**config.mk**
```make
export PLATFORM = sky130hd
export DESIGN_NAME = ddmar_regs
export DESIGN_NICKNAME = d
export VERILOG_FILES = /design/src/core/ddmar_pkg.sv /design/src/core/ddmar_regs.sv
export SDC_FILE = /design/constraint.sdc
export NUM_CORES = 1
export LEC_CHECK = 0
export BUFFER_PORTS_ARGS = -buffer_cell sky130_fd_sc_hd__buf_2
export CORE_UTILIZATION = 44
export CTS_CLUSTER_SIZE = 28
export DETAILED_ROUTE_END_ITERATION = 10
export GPL_ROUTABILITY_DRIVEN = 0
export PLACE_DENSITY_LB_ADDON = 0.25
export SYNTH_ARGS = -nofsm -noshare
export SYNTH_HDL_FRONTEND = slang
export SYNTH_SLANG_ARGS = --single-unit
```
**constraint.sdc**
```tcl
create_clock -name clk -period 7 [get_ports clk]
set_input_delay 1.4 -clock clk [delete_from_list [all_inputs] [get_ports clk]]
set_output_delay 1.4 -clock clk [all_outputs]
set_load 0.05 [all_outputs]
```
**src/core/ddmar_pkg.sv**
```systemverilog
// Constants for the distributed DMA slave register bank.
// Assumes a byte-wide register window decoded from an I/O base.
package ddmar_pkg;
    // Window geometry
    localparam int          WIN_BYTES      = 16;
    localparam logic [3:0]  WIN_MASK       = 4'hF;
    localparam logic [7:0]  CFG_BASE_OFS   = 8'h98;
    // Byte offsets inside the window
    localparam logic [3:0]  OFS_ADDR_LO    = 4'h0;
    localparam logic [3:0]  OFS_ADDR_HI    = 4'h1;
    localparam logic [3:0]  OFS_PAGE       = 4'h2;
    localparam logic [3:0]  OFS_COUNT_LO   = 4'h4;
    localparam logic [3:0]  OFS_COUNT_HI   = 4'h5;
    localparam logic [3:0]  OFS_CMD_STAT   = 4'h8;
    localparam logic [3:0]  OFS_MODE       = 4'hB;
    // Field positions
    localparam int          CMD_OFF_BIT    = 2;
    localparam int          MODE_DIR_BIT   = 5;
    localparam logic [7:0]  CMD_RW_MASK    = 8'h04;
    localparam logic [7:0]  MODE_RW_MASK   = 8'hFC;
    localparam logic [3:0]  TC_ALL         = 4'hF;
    // Reset values
    localparam logic [15:0] ADDR_RST       = 16'h0000;
    localparam logic [7:0]  PAGE_RST       = 8'h00;
    localparam logic [15:0] COUNT_RST      = 16'h0000;
    localparam logic [7:0]  CMD_RST        = 8'h00;
    localparam logic [7:0]  MODE_RST       = 8'h00;
    // Steps
    localparam logic [15:0] STEP_8         = 16'h0001;
    localparam logic [15:0] STEP_16        = 16'h0002;
endpackage : ddmar_pkg

```
**src/core/ddmar_regs.sv**
```systemverilog
// Register bank and address/count generator for one distributed DMA
// channel. Assumes byte-wide I/O cycles already qualified by the PCI
// target, and a sequencer that pulses xfer_done once per data transfer.
//
// Notes on behaviour
// - Registers decode in a 16-byte I/O window whose base comes from config offset 98h.
// - Legacy bits with no PCI meaning are read-only and do nothing.
// - Reserved locations read zero and ignore writes.
// - Writing offset 00h loads the base address; reading gives the current address.
// - In 8-bit mode the address goes on AD15-0 and page 7-0 on AD23-16.
// - In 16-bit mode the address goes on AD16-1, AD0 is low, page 7-1 on AD23-17.
// - Offset 02h is an 8-bit read/write page register resetting to zero.
// - Writing offset 04h sets the byte count; reading gives the remaining count.
// - Each transfer decrements the count by 1 in 8-bit mode and 2 in 16-bit mode.
// - Command bit 2 low keeps the controller enabled, high disables it.
// - Command bits 7-3 and 1-0 read as zero and are not writable.
// - Address and count registers reset to zero.
// - Mode bit 5 low increments the address per transfer, high decrements it.
// - Terminal count sets status bits 3-0, cleared by reading or channel reset.
`timescale 1ns/1ps
module ddmar_regs
    import ddmar_pkg::*;
(
    // Clock and reset
    input  wire logic        clk,
    input  wire logic        reset,
    // Window base from configuration space
    input  wire logic [15:0] io_base,
    // I/O byte access
    input  wire logic [15:0] io_addr,
    input  wire logic        io_wr,
    input  wire logic        io_rd,
    input  wire logic [7:0]  io_wdata,
    output logic      [7:0]  io_rdata,
    output logic             io_hit,
    // Transfer sequencer
    input  wire logic        width16,
    input  wire logic        xfer_done,
    input  wire logic        chan_reset,
    output logic      [23:0] pci_addr,
    output logic             ctrl_enabled,
    output logic             terminal_count
);

    // Each register group below has one next-state process and one
    // flop process. Host writes come a byte at a time, so a 16-bit
    // register is loaded low byte and high byte separately; a user who
    // writes only one half while transfers run gets a mixed value.
    // Nothing here checks the card side: a step is trusted as given.
    // Reads answer one cycle after the strobe, from the flops at the
    // end of the file, so the host must allow that one cycle.

    // Register state and next values
    logic [15:0] xfer_address_r;
    logic [15:0] xfer_address_nxt;
    logic [7:0]  address_page_r;
    logic [7:0]  address_page_nxt;
    logic [15:0] xfer_count_r;
    logic [15:0] xfer_count_nxt;
    logic [7:0]  command_r;
    logic [7:0]  command_nxt;
    logic [7:0]  mode_r;
    logic [7:0]  mode_nxt;
    logic [3:0]  tc_flags_r;
    logic [3:0]  tc_flags_nxt;
    // Output images ahead of their flops
    logic [7:0]  io_rdata_nxt;
    logic        io_hit_nxt;
    logic [23:0] pci_addr_nxt;
    logic        ctrl_enabled_nxt;
    logic        terminal_count_nxt;
    // Access decode and step control
    logic        hit;
    logic [3:0]  ofs;
    logic        wr;
    logic        rd;
    logic        step;
    logic        reach_tc;
    logic        status_rd;
    logic [15:0] cnt_step;

    // Window match; base aligned to 16 bytes
    function automatic logic in_window(input logic [15:0] a,
                                       input logic [15:0] b);
        return (a[15:4] == b[15:4]);
    endfunction : in_window

    // Slot match inside the window; shared by every register group
    function automatic logic at_slot(input logic [3:0] o,
                                     input logic [3:0] slot);
        return (o == slot);
    endfunction : at_slot

    // Access qualification. The window base comes from configuration
    // space and is held outside; its low four bits are ignored, so any
    // base is treated as aligned.
    assign hit       = in_window(io_addr, io_base);
    assign ofs       = io_addr[3:0] & WIN_MASK;
    assign wr        = io_wr & hit;
    assign rd        = io_rd & hit;
    assign status_rd = rd & at_slot(ofs, OFS_CMD_STAT);
    // Reserved slots match no group below, so writes there are lost

    // Disabled controller freezes address and count
    assign step      = xfer_done & ~command_r[CMD_OFF_BIT];
    // 16-bit mode steps the count by two bytes per word
    assign cnt_step  = width16 ? STEP_16 : STEP_8;
    // TC when the count would run out on this step; an underflow
    // past zero is flagged too rather than wrapping silently
    assign reach_tc  = step && (xfer_count_r <= cnt_step);

    // Current address: steps move it by one whatever the width, and
    // a host byte written in the same cycle beats the step.
    // Wraps at either end of the 16-bit space; the page byte never
    // carries, so software must keep a transfer inside one page.
    always_comb begin
        xfer_address_nxt = xfer_address_r;
        if (step) begin
            if (mode_r[MODE_DIR_BIT]) begin
                xfer_address_nxt = xfer_address_r - STEP_8;
            end else begin
                xfer_address_nxt = xfer_address_r + STEP_8;
            end
        end
        if (wr && at_slot(ofs, OFS_ADDR_LO)) begin
            xfer_address_nxt[7:0] = io_wdata;
        end
        if (wr && at_slot(ofs, OFS_ADDR_HI)) begin
            xfer_address_nxt[15:8] = io_wdata;
        end
    end

    // Address register; a channel reset leaves the pointer alone
    always_ff @(posedge clk) begin
        if (reset) begin
            xfer_address_r <= ADDR_RST;
        end else begin
            xfer_address_r <= xfer_address_nxt;
        end
    end

    // Page byte: host-written only, never stepped.
    // Bit 0 still reads back in 16-bit mode; only the image drops it.
    always_comb begin
        address_page_nxt = address_page_r;
        if (wr && at_slot(ofs, OFS_PAGE)) begin
            address_page_nxt = io_wdata;
        end
    end

    // Page register
    always_ff @(posedge clk) begin
        if (reset) begin
            address_page_r <= PAGE_RST;
        end else begin
            address_page_r <= address_page_nxt;
        end
    end

    // Remaining count: steps take one byte or two, and a host byte
    // written in the same cycle beats the step. In 16-bit mode an odd
    // count steps past zero and raises the flags on its last word.
    always_comb begin
        xfer_count_nxt = xfer_count_r;
        if (step) begin
            xfer_count_nxt = xfer_count_r - cnt_step;
        end
        if (wr && at_slot(ofs, OFS_COUNT_LO)) begin
            xfer_count_nxt[7:0] = io_wdata;
        end
        if (wr && at_slot(ofs, OFS_COUNT_HI)) begin
            xfer_count_nxt[15:8] = io_wdata;
        end
    end

    // Count register; a channel reset clears only the flags
    always_ff @(posedge clk) begin
        if (reset) begin
            xfer_count_r <= COUNT_RST;
        end else begin
            xfer_count_r <= xfer_count_nxt;
        end
    end

    // Command byte: only the off bit is kept, the rest stays zero.
    // A write to the off bit takes effect from the next edge.
    always_comb begin
        command_nxt = command_r;
        if (wr && at_slot(ofs, OFS_CMD_STAT)) begin
            command_nxt = io_wdata & CMD_RW_MASK;
        end
    end

    // Command register; reset leaves the controller enabled
    always_ff @(posedge clk) begin
        if (reset) begin
            command_r <= CMD_RST;
        end else begin
            command_r <= command_nxt;
        end
    end

    // Mode byte: write-only here; the low two bits are dead legacy
    // bits and only the direction bit has any effect. The other stored
    // bits feed nothing yet, so a later sequencer may use them freely.
    // The direction bit is looked at on every step.
    always_comb begin
        mode_nxt = mode_r;
        if (wr && at_slot(ofs, OFS_MODE)) begin
            mode_nxt = io_wdata & MODE_RW_MASK;
        end
    end

    // Mode register
    always_ff @(posedge clk) begin
        if (reset) begin
            mode_r <= MODE_RST;
        end else begin
            mode_r <= mode_nxt;
        end
    end

    // Terminal-count flags: a status read or channel reset clears them,
    // but a same-cycle terminal count wins so no end is ever lost.
    // All four move together: one channel sits behind this window, so
    // each legacy per-channel bit reports the same end.
    always_comb begin
        tc_flags_nxt = tc_flags_r;
        if (status_rd) begin
            tc_flags_nxt = 4'h0;
        end
        if (chan_reset) begin
            tc_flags_nxt = 4'h0;
        end
        if (reach_tc) begin
            tc_flags_nxt = TC_ALL;
        end
    end

    // Flag register
    always_ff @(posedge clk) begin
        if (reset) begin
            tc_flags_r <= 4'h0;
        end else begin
            tc_flags_r <= tc_flags_nxt;
        end
    end

    // Read data, registered one cycle after the strobe
    always_comb begin
        io_rdata_nxt = 8'h00;
        io_hit_nxt   = rd;
        if (rd) begin
            unique case (ofs)
                OFS_ADDR_LO:  io_rdata_nxt = xfer_address_r[7:0];
                OFS_ADDR_HI:  io_rdata_nxt = xfer_address_r[15:8];
                OFS_PAGE:     io_rdata_nxt = address_page_r;
                OFS_COUNT_LO: io_rdata_nxt = xfer_count_r[7:0];
                OFS_COUNT_HI: io_rdata_nxt = xfer_count_r[15:8];
                OFS_CMD_STAT: io_rdata_nxt = {4'h0, tc_flags_r};
                default:      io_rdata_nxt = 8'h00;
            endcase
        end
    end

    // Address-phase image of the current address
    always_comb begin
        if (width16) begin
            pci_addr_nxt = {address_page_r[7:1], xfer_address_r, 1'b0};
        end else begin
            pci_addr_nxt = {address_page_r, xfer_address_r};
        end
    end

    // Status and enable images, taken from the next state so the pins
    // agree with the registers on the same edge. Reset shows the
    // controller as off for as long as reset is held. Terminal count follows the
    // flags, so it drops the cycle after a status read and not before.
    always_comb begin
        ctrl_enabled_nxt   = ~command_nxt[CMD_OFF_BIT];
        terminal_count_nxt = |tc_flags_nxt;
    end

    // Output flops; every top-level output leaves from one of these.
    // Read data falls back to zero outside the answer cycle.
    always_ff @(posedge clk) begin
        if (reset) begin
            io_rdata       <= 8'h00;
            io_hit         <= 1'b0;
            pci_addr       <= 24'h000000;
            ctrl_enabled   <= 1'b0;
            terminal_count <= 1'b0;
        end else begin
            io_rdata       <= io_rdata_nxt;
            io_hit         <= io_hit_nxt;
            pci_addr       <= pci_addr_nxt;
            ctrl_enabled   <= ctrl_enabled_nxt;
            terminal_count <= terminal_count_nxt;
        end
    end

endmodule : ddmar_regs

```
== After elaboration in Yosys (flattened, before gate mapping) ==
Cells that the tools add are included.
Word-level totals
  register bits: 84
  input bits: 47
  output and inout bits: 35
  word-level logic and storage cells: 62
Operators by class
  add/sub/neg operators: 3
  order comparisons: 1
  equality and inequality tests: 7
  multiplexer cells: 14
  bitwise gates (word level): 7
  reduce and logical (&&, ||, !) cells: 16
Operators with widths (number)
  16-bit 2-to-1 mux: 3
  8-bit case mux with 6 select lines: 1
  8-bit 2-to-1 mux: 4
  17-bit 2-to-1 mux: 1
  16-bit by 1-bit adder with 16-bit output, second input constant: 1
  16-bit by 2-bit less-or-equal comparator with 1-bit output: 1
  16-bit by 1-bit subtractor with 16-bit output, second input constant: 1
  16-bit by 2-bit subtractor with 16-bit output: 1
  12-bit equality test: 1
  4-bit 2-to-1 mux: 3
  4-bit by 3-bit equality test with 1-bit output, second input constant: 2
  4-bit equality test, second input constant: 2
  1-bit logical AND: 8
  2-bit nonzero test: 4
  1-bit AND: 4
  4-bit by 1-bit equality test with 1-bit output, second input constant: 1
  4-bit by 2-bit equality test with 1-bit output, second input constant: 1
  4-bit zero test: 1
  2-bit OR reduction: 2
  4-bit OR reduction: 1
  3-bit 2-to-1 mux: 1
  1-bit inverter: 3
  2-bit 2-to-1 mux: 1

== Longest topological paths before layout ==
Gate-level depths: netlist (run 1).
  depth after elaboration: 7
  gate-level depth with buffers: 10
  depth with buffers taken out: 8

== Worst setup path after synthesis (run 1) ==
Ideal clock, no wire load.
  kind: input to register
  start point: input port width16
  end point: register xfer_count_r[11]
  setup time: 0.079 ns
  data arrival time: 3.844 ns
  required time: 6.921 ns
  path slack: 3.076 ns
  stages: 10
  buffers on the path: 2
  path through: clkbuf_1 clkbuf_1 inv_1 ha_1 and2b_1 nor4_4 nand2_2 or3_1 xor2_1 a211oi_2
On the way
  longest elaborated chain between the ends: 4
RTL lines
  start: declaration: RTL line ddmar_regs.sv:37  | input wire logic width16,
  2-bit 2-to-1 mux: RTL line ddmar_regs.sv:107  | assign cnt_step = width16 ? STEP_16 : STEP_8;
  16-bit by 2-bit subtractor with 16-bit output: RTL line ddmar_regs.sv:166  | xfer_count_nxt = xfer_count_r - cnt_step;
  16-bit 2-to-1 mux: RTL line ddmar_regs.sv:165  | if (step) begin
  8-bit 2-to-1 mux: RTL line ddmar_regs.sv:171  | if (wr && at_slot(ofs, OFS_COUNT_HI)) begin
  end signal: assignment: RTL line ddmar_regs.sv:181  | xfer_count_r <= xfer_count_nxt;
  end: declaration: RTL line ddmar_regs.sv:58  | logic [15:0] xfer_count_r;
No other way between the ends. The select of a mux whose other input is x is not followed.
A chain may end at the register's enable or synchronous reset.

== Final worst setup path (run 1) ==
Ends and elaborated chain as after synthesis.

==> results of run 1 <==
[registers in the layout (all words and copies together), names as in the netlist]
signal / flops
io_rdata: 8
terminal_count: 1
tc_flags_r: 4
io_hit: 1
xfer_address_r: 16
mode_r: 1
ctrl_enabled: 1
pci_addr: 24
xfer_count_r: 16
command_r: 1
address_page_r: 8
[worst max-delay path, cell delays in order]
cell and delay (ns):
buf_2 0.45, inv_1 0.15, ha_1 0.33, and2b_1 0.19, nor4_4 0.29, nand2_2 0.12
or3_1 0.35, xor2_1 0.16, a211oi_2 0.20
[per-layer routing]
metal,vias up,wire [µm],track usage
met5,-,0,0
met2,183,4970,0.346
li1,1972,-,-
met4,0,296,0.103
met3,20,875,0.0332
met1,1850,5550,0.334
[layout make-up]
type	instances	area, µm²
Clock buffer	11	141
Timing Repair Buffer	79	400
Fill cell	956	4670
Inverter	9	33.8
Multi-Input combinational cell	388	2660
Tap cell	133	166
Clock inverter	5	86.3
Sequential cell	81	1620
[logic make-up after synthesis]
| group | count (synthesis) | synth area share |
|---|---|---|
| adder cells (fa/ha/maj) | 18 | 0.0540 |
| multiplexers | 38 | 0.0861 |
| AND/OR/NAND/NOR | 188 | 0.210 |
| flip-flops | 81 | 0.365 |
| AO/OA/AOI/OAI | 111 | 0.182 |
| XOR/XNOR | 33 | 0.0650 |
| buffers and inverters | 36 | 0.0388 |
[where the power goes]
part | switching (mW) | total (mW) | internal (mW) | leakage [nW]
sequential | 0.0316 | 0.519 | 0.487 | 0.657
combinational | 0.0969 | 0.171 | 0.0743 | 1.59
clock | 0.180 | 0.395 | 0.214 | 0.115
total | 0.309 | 1.08 | 0.776 | 2.36
[synth_stat cells (all sizes together) (2+ instances only)]
cell type,count,area (µm²)
mux2,2,22.5
nor3,13,65.1
o21a,3,22.5
mux2i,36,360
nor4,4,40.0
nor2,77,289
a31oi,4,25.0
o311ai,2,17.5
or3,3,23.8
nand4,10,62.6
dfxtp,81,1620
xnor2,22,193
clkbuf,20,85.1
o21ai,15,75.1
o21bai,5,37.5
buf,7,53.8
nand2,33,126
or4,4,30.0
and4,2,17.5
a21oi,16,80.1
nand2b,3,21.3
o211ai,3,22.5
xor2,11,96.3
a311oi,4,35.0
fa,2,40.0
ha,16,200
a22o,4,35.0
nand3,10,50.1
nand3b,2,15.0
a31o,3,26.3
a211oi,22,170
a222oi,8,80.1
inv,9,33.8
nor2b,15,93.8
a221oi,2,17.5
and3,3,18.8
a21o,12,90.1
[worst paths after layout]
kind	slack [ns]	cells after the start	end
max	3.62	9	xfer_count_r[11]
min reg2reg	0.49	1	tc_flags_r[2]
max reg2reg	4.20	8	xfer_address_r[14]
min	0.49	1	tc_flags_r[2]
[metrics by stage]
stage,hold WS (ns),area [µm²],power (mW),utilization,setup WS (ns)
after floorplan,0.441,4450,0.648,-,3.08
after global placement,0.471,4880,0.693,0.499,3.32
after detailed placement,0.473,4880,0.697,0.499,3.27
after CTS,0.492,5110,1.09,0.522,3.64
after global routing,0.516,5110,1.14,0.522,3.48
final,0.493,5110,1.08,0.522,3.62
==> impl_metrics.toml, run 1 <==
[pwr]
p_leak_nw = 2.36
p_per_area_mw_per_mm2 = 212
peakVddDrop_v = 0.000104

[setup_path]
endpoint_kind = "register"
regToRegStartpoint = "mode_r[5]"
crit_required_ns = 7.28
cp-startpoint = "width16"
path_class = "in -> reg"
critPathMaxFanout = 19
crit_arrival_ns = 3.66
start_kind = "input pin"

[synthesis]
synth_nets = 570
synthFlopType = "dfxtp_1"
synthesis.area_mm2 = 0.00445
synth.distinct_cells = 61
synthArstFlopShare = 0
synth-edff-count = 0
yosys_warnings = 0
netlist_instances = 505
syn_avg_cell_area_um2 = 8.81
ys_seq_elements = 81
ys_seq_area_frac = 0.365

[die]
design.core.area_mm2 = 0.00977
ios = 82
start_util = 0.455
die_area_mm2 = 0.0105
die_y_um = 103
rows = 36
fp.dieW_um = 103

[global_routing]
overflow = 0
antenna_found_initial = 0
grt_max_degree = 74
grt_usage = 0.233
grt_pass1_wl_um = 18300
first_global_vias = 3515

[sta]
relSlewSlack = 0.398
rsz0062_at_grt = "false"
fin_crit_sh = 0.483
tightest_slew_ns = 0.899
clock_skew_ns = 0.00925
finalSetupTns_ns = 0
period_minus_slack_ns = 3.38
maxSlewViolCount = 0
hold_viol_final = 0
setup_viol = 0
fmax_mhz = 296

[route]
via_per_inst = 5.70
drtIter0Drc = 273
detail-route-antenna-nets = 0
wire_per_inst_um = 16.6
wirelength_um = 11700
route.detailed.drc = 0
via_count = 4025
dr.pass1.iters = 5

[clock_tree]
cts-resized-gates = 0
cts-htree-levels = 3
cts_setup_buffers = 0
cts_tree = "built"
cts_root_buf = "clkbuf_8"
path_clk_slew_ns = 0.09
cts_sinks = 81
clockBufferDepth = 2
cts_buffers = 9
ctsHoldBuffers = 0
clock_latency_ns = 0.35

[placed_design]
dp.cells = 690
port_buffers = 77
dp_hpwl_um = 8420

[job]
maxCapViolCount = 0

[final_layout]
fin_cells = 706
layout_common_cells = "81 x dfxtp_1, 77 x nor2_1, 77 x buf_2"
syn_to_final_growth_pct = 14.8
drive_gt1_frac = 0.188
final_common_cell = "dfxtp_1"
fin_nets = 633
antenna_cells = 0

[min_path]
min_path_type = "reg -> reg"
hold_start = "tc_flags_r[2]"

[run_status]
status = "finished, final reports clean"
(Power assumes the default switching activity.)
==> run 2: changes to the inputs <==
--- a/config.mk
+++ b/config.mk
@@ -5,6 +5,7 @@
 export SDC_FILE = /design/constraint.sdc
 export NUM_CORES = 1
 export LEC_CHECK = 0
+export ABC_AREA = 1
 export BUFFER_PORTS_ARGS = -buffer_cell sky130_fd_sc_hd__buf_2
 export CORE_UTILIZATION = 44
 export CTS_CLUSTER_SIZE = 28
==> constraint.sdc (replaced) <==
create_clock -name clk -period 2.95 [get_ports clk]
set_input_delay 0.59 -clock clk [delete_from_list [all_inputs] [get_ports clk]]
set_output_delay 0.59 -clock clk [all_outputs]
set_load 0.05 [all_outputs]
==> run 2 against run 1 <==
Compared with the run above: clock skew is essentially flat; sequential share of layout area down 4.4 points; synthesized area is 14% higher; synthesized cell count up 65%; sequential power grew 130%; first-iteration DRC count up 40%; non-clock buffer count grew 9; wire length is 25% higher; via count rose by 33%.
==> impl_metrics.toml, run 2 <==
[clock_tree]
cts_tree = "built"
cts-resized-gates = 0
clockBufferDepth = 2
path_clk_slew_ns = 0.06
cts_buffers = 9
cts_sinks = 81
ctsHoldBuffers = 0
cts_root_buf = "clkbuf_16"
cts_setup_buffers = 0
clock_latency_ns = 0.34
cts-htree-levels = 3

[route]
detail-route-antenna-nets = 0
via_count = 5368
route.detailed.drc = 0
drtIter0Drc = 383
wire_per_inst_um = 13.9
dr.pass1.iters = 6
wirelength_um = 14600
via_per_inst = 5.11

[synthesis]
synth.distinct_cells = 32
synth_top_area_share = 0.320
synth-edff-count = 0
synthFlopType = "dfxtp_1"
synth_top_area_cell = "dfxtp_1"
ys_seq_area_frac = 0.320
synth_nets = 896
netlist_instances = 831
syn_avg_cell_area_um2 = 6.09
synthArstFlopShare = 0
yosys_warnings = 0
yosysMostFrequentCell = "nand2_1"
synthTopCellsByCount = "202 x nand2_1, 155 x nor2_1, 122 x inv_1"
synthesis.area_mm2 = 0.00506
ys_seq_elements = 81
yosys-top-cells-area = "dfxtp_1 32%, nand2_1 15%, nor2_1 11%, inv_1 9.0%, nand3_1 5.8%"

[sta]
setup_viol = 0
period_minus_slack_ns = 2.18
finalSetupTns_ns = 0
maxSlewViolCount = 0
relSlewSlack = 0.621
clock_skew_ns = 0.00884
hold_viol_final = 0
tightest_slew_ns = 0.567
fmax_mhz = 458
fin_crit_sh = 0.740
rsz0062_at_grt = "false"

[setup_path]
crit_arrival_ns = 2.46
crit_required_ns = 3.23
endpoint_kind = "register"
path_class = "reg -> reg"
critPathMaxFanout = 11
start_kind = "register"

[final_layout]
drive_gt1_frac = 0.129
fin_nets = 970
antenna_cells = 0
final_common_cell = "nand2_1"
syn_to_final_growth_pct = 16.8
top_register = "pci_addr"
largestRegisters = "pci_addr: 24 flops, xfer_address_r: 16 flops, xfer_count_r: 16 flops"
layout_common_cells = "202 x nand2_1, 155 x nor2_1, 122 x inv_1"
largest_reg_flops = 24

[die]
rows = 38
start_util = 0.459
ios = 82
die_y_um = 109
die_area_mm2 = 0.0119
fp.dieW_um = 109
design.core.area_mm2 = 0.0110

[global_routing]
overflow = 0
grt_use_met1 = 0.349
first_global_vias = 4843
grt_pass1_wl_um = 23600
busiest_layer = "met2"
grt_use_met3 = 0.0539
grt_usage = 0.258
antenna_found_initial = 0
met2_usage = 0.410
grt_max_degree = 39

[placed_design]
dp_hpwl_um = 11000
port_buffers = 77

[run_status]
status = "finished, final reports clean"

[pwr]
p_leak_nw = 3.08
peakVddDrop_v = 0.000494
totalPowerFinal_mw = 2.91
p_per_area_mw_per_mm2 = 491

[job]
maxCapViolCount = 0

[min_path]
min_path_type = "reg -> reg"
-- run 2: cell count changes after synthesis, sizes merged, moves of 18 or more --
cell	change
inv	+117
nand2	+170
nand3	+50
a211oi	-18
nor2	+82
mux2i	-36
o21ai	+39
a21oi	+21
-- run 2: layout make-up --
| class | count | area, µm² |
|---|---|---|
| fill | 1117 | 5110 |
| multi-input combinational | 598 | 2860 |
| sequential | 81 | 1620 |
| inverter | 127 | 477 |
| timing repair buffer | 88 | 468 |
| clock buffer | 10 | 239 |
| tap | 140 | 175 |
| clock inverter | 6 | 72.6 |
-- run 2: worst paths after layout --
check / from / to / slack, ns / cells after the start
max: mode_r[5] / xfer_address_r[15] / 0.77 / 13
min reg2reg: address_page_r[6] / pci_addr[22] / 0.49 / 2
max reg2reg: mode_r[5] / xfer_address_r[15] / 0.77 / 13
min: address_page_r[6] / pci_addr[22] / 0.49 / 2
-- run 2: routing by layer --
| metal | part of all wire | routed length (µm) |
|---|---|---|
| met5 | 0 | 0 |
| met1 | 0.45 | 6510 |
| met3 | 0.093 | 1360 |
| met2 | 0.43 | 6320 |
| met4 | 0.026 | 377 |
-- run 2: cells by family (layout without fill, tap and decap cells) --
logic type                 after synthesis  after routing  share of synthesized area
DFF                                     81             81                      0.320
adders and majority gates               18             18                     0.0474
AOI/OAI and AO/OA                      113            113                      0.120
and+or+nand+nor                        454            454                      0.375
buffers and inverters                  152            231                      0.114
xor gates and xnor gates                13             13                     0.0225
-- run 2: report_power, final --
group	switching, mW	internal, mW
logic	0.367	0.183
clock network	0.468	0.687
registers	0.0527	1.15
-- run 2: worst max-delay path, cell delays in order (launching register included) --
cell and delay (ns):
dfxtp_1 0.61, buf_4 0.25, ha_1 0.22, nand2_1 0.11, nor3_1 0.24, and2_1 0.18, nand2_1 0.07, nand2_1 0.07
nand2_1 0.04, nand2_1 0.06, inv_1 0.04, nor2_1 0.10, nor2_1 0.06, nor2_1 0.07
-- run 2: per-stage QoR --
step                 util  area (µm²)  setup slack [ns]  hold slack (ns)  cells
finish              0.536        5920             0.768            0.487   1050
global route        0.536        5920             0.522            0.519   1050
CTS                 0.536        5920             0.755            0.493   1050
detailed placement  0.508        5610             0.600            0.476   1034
global placement    0.508        5610             0.599            0.467   1034
floorplan               -        5060             0.590            0.416    831
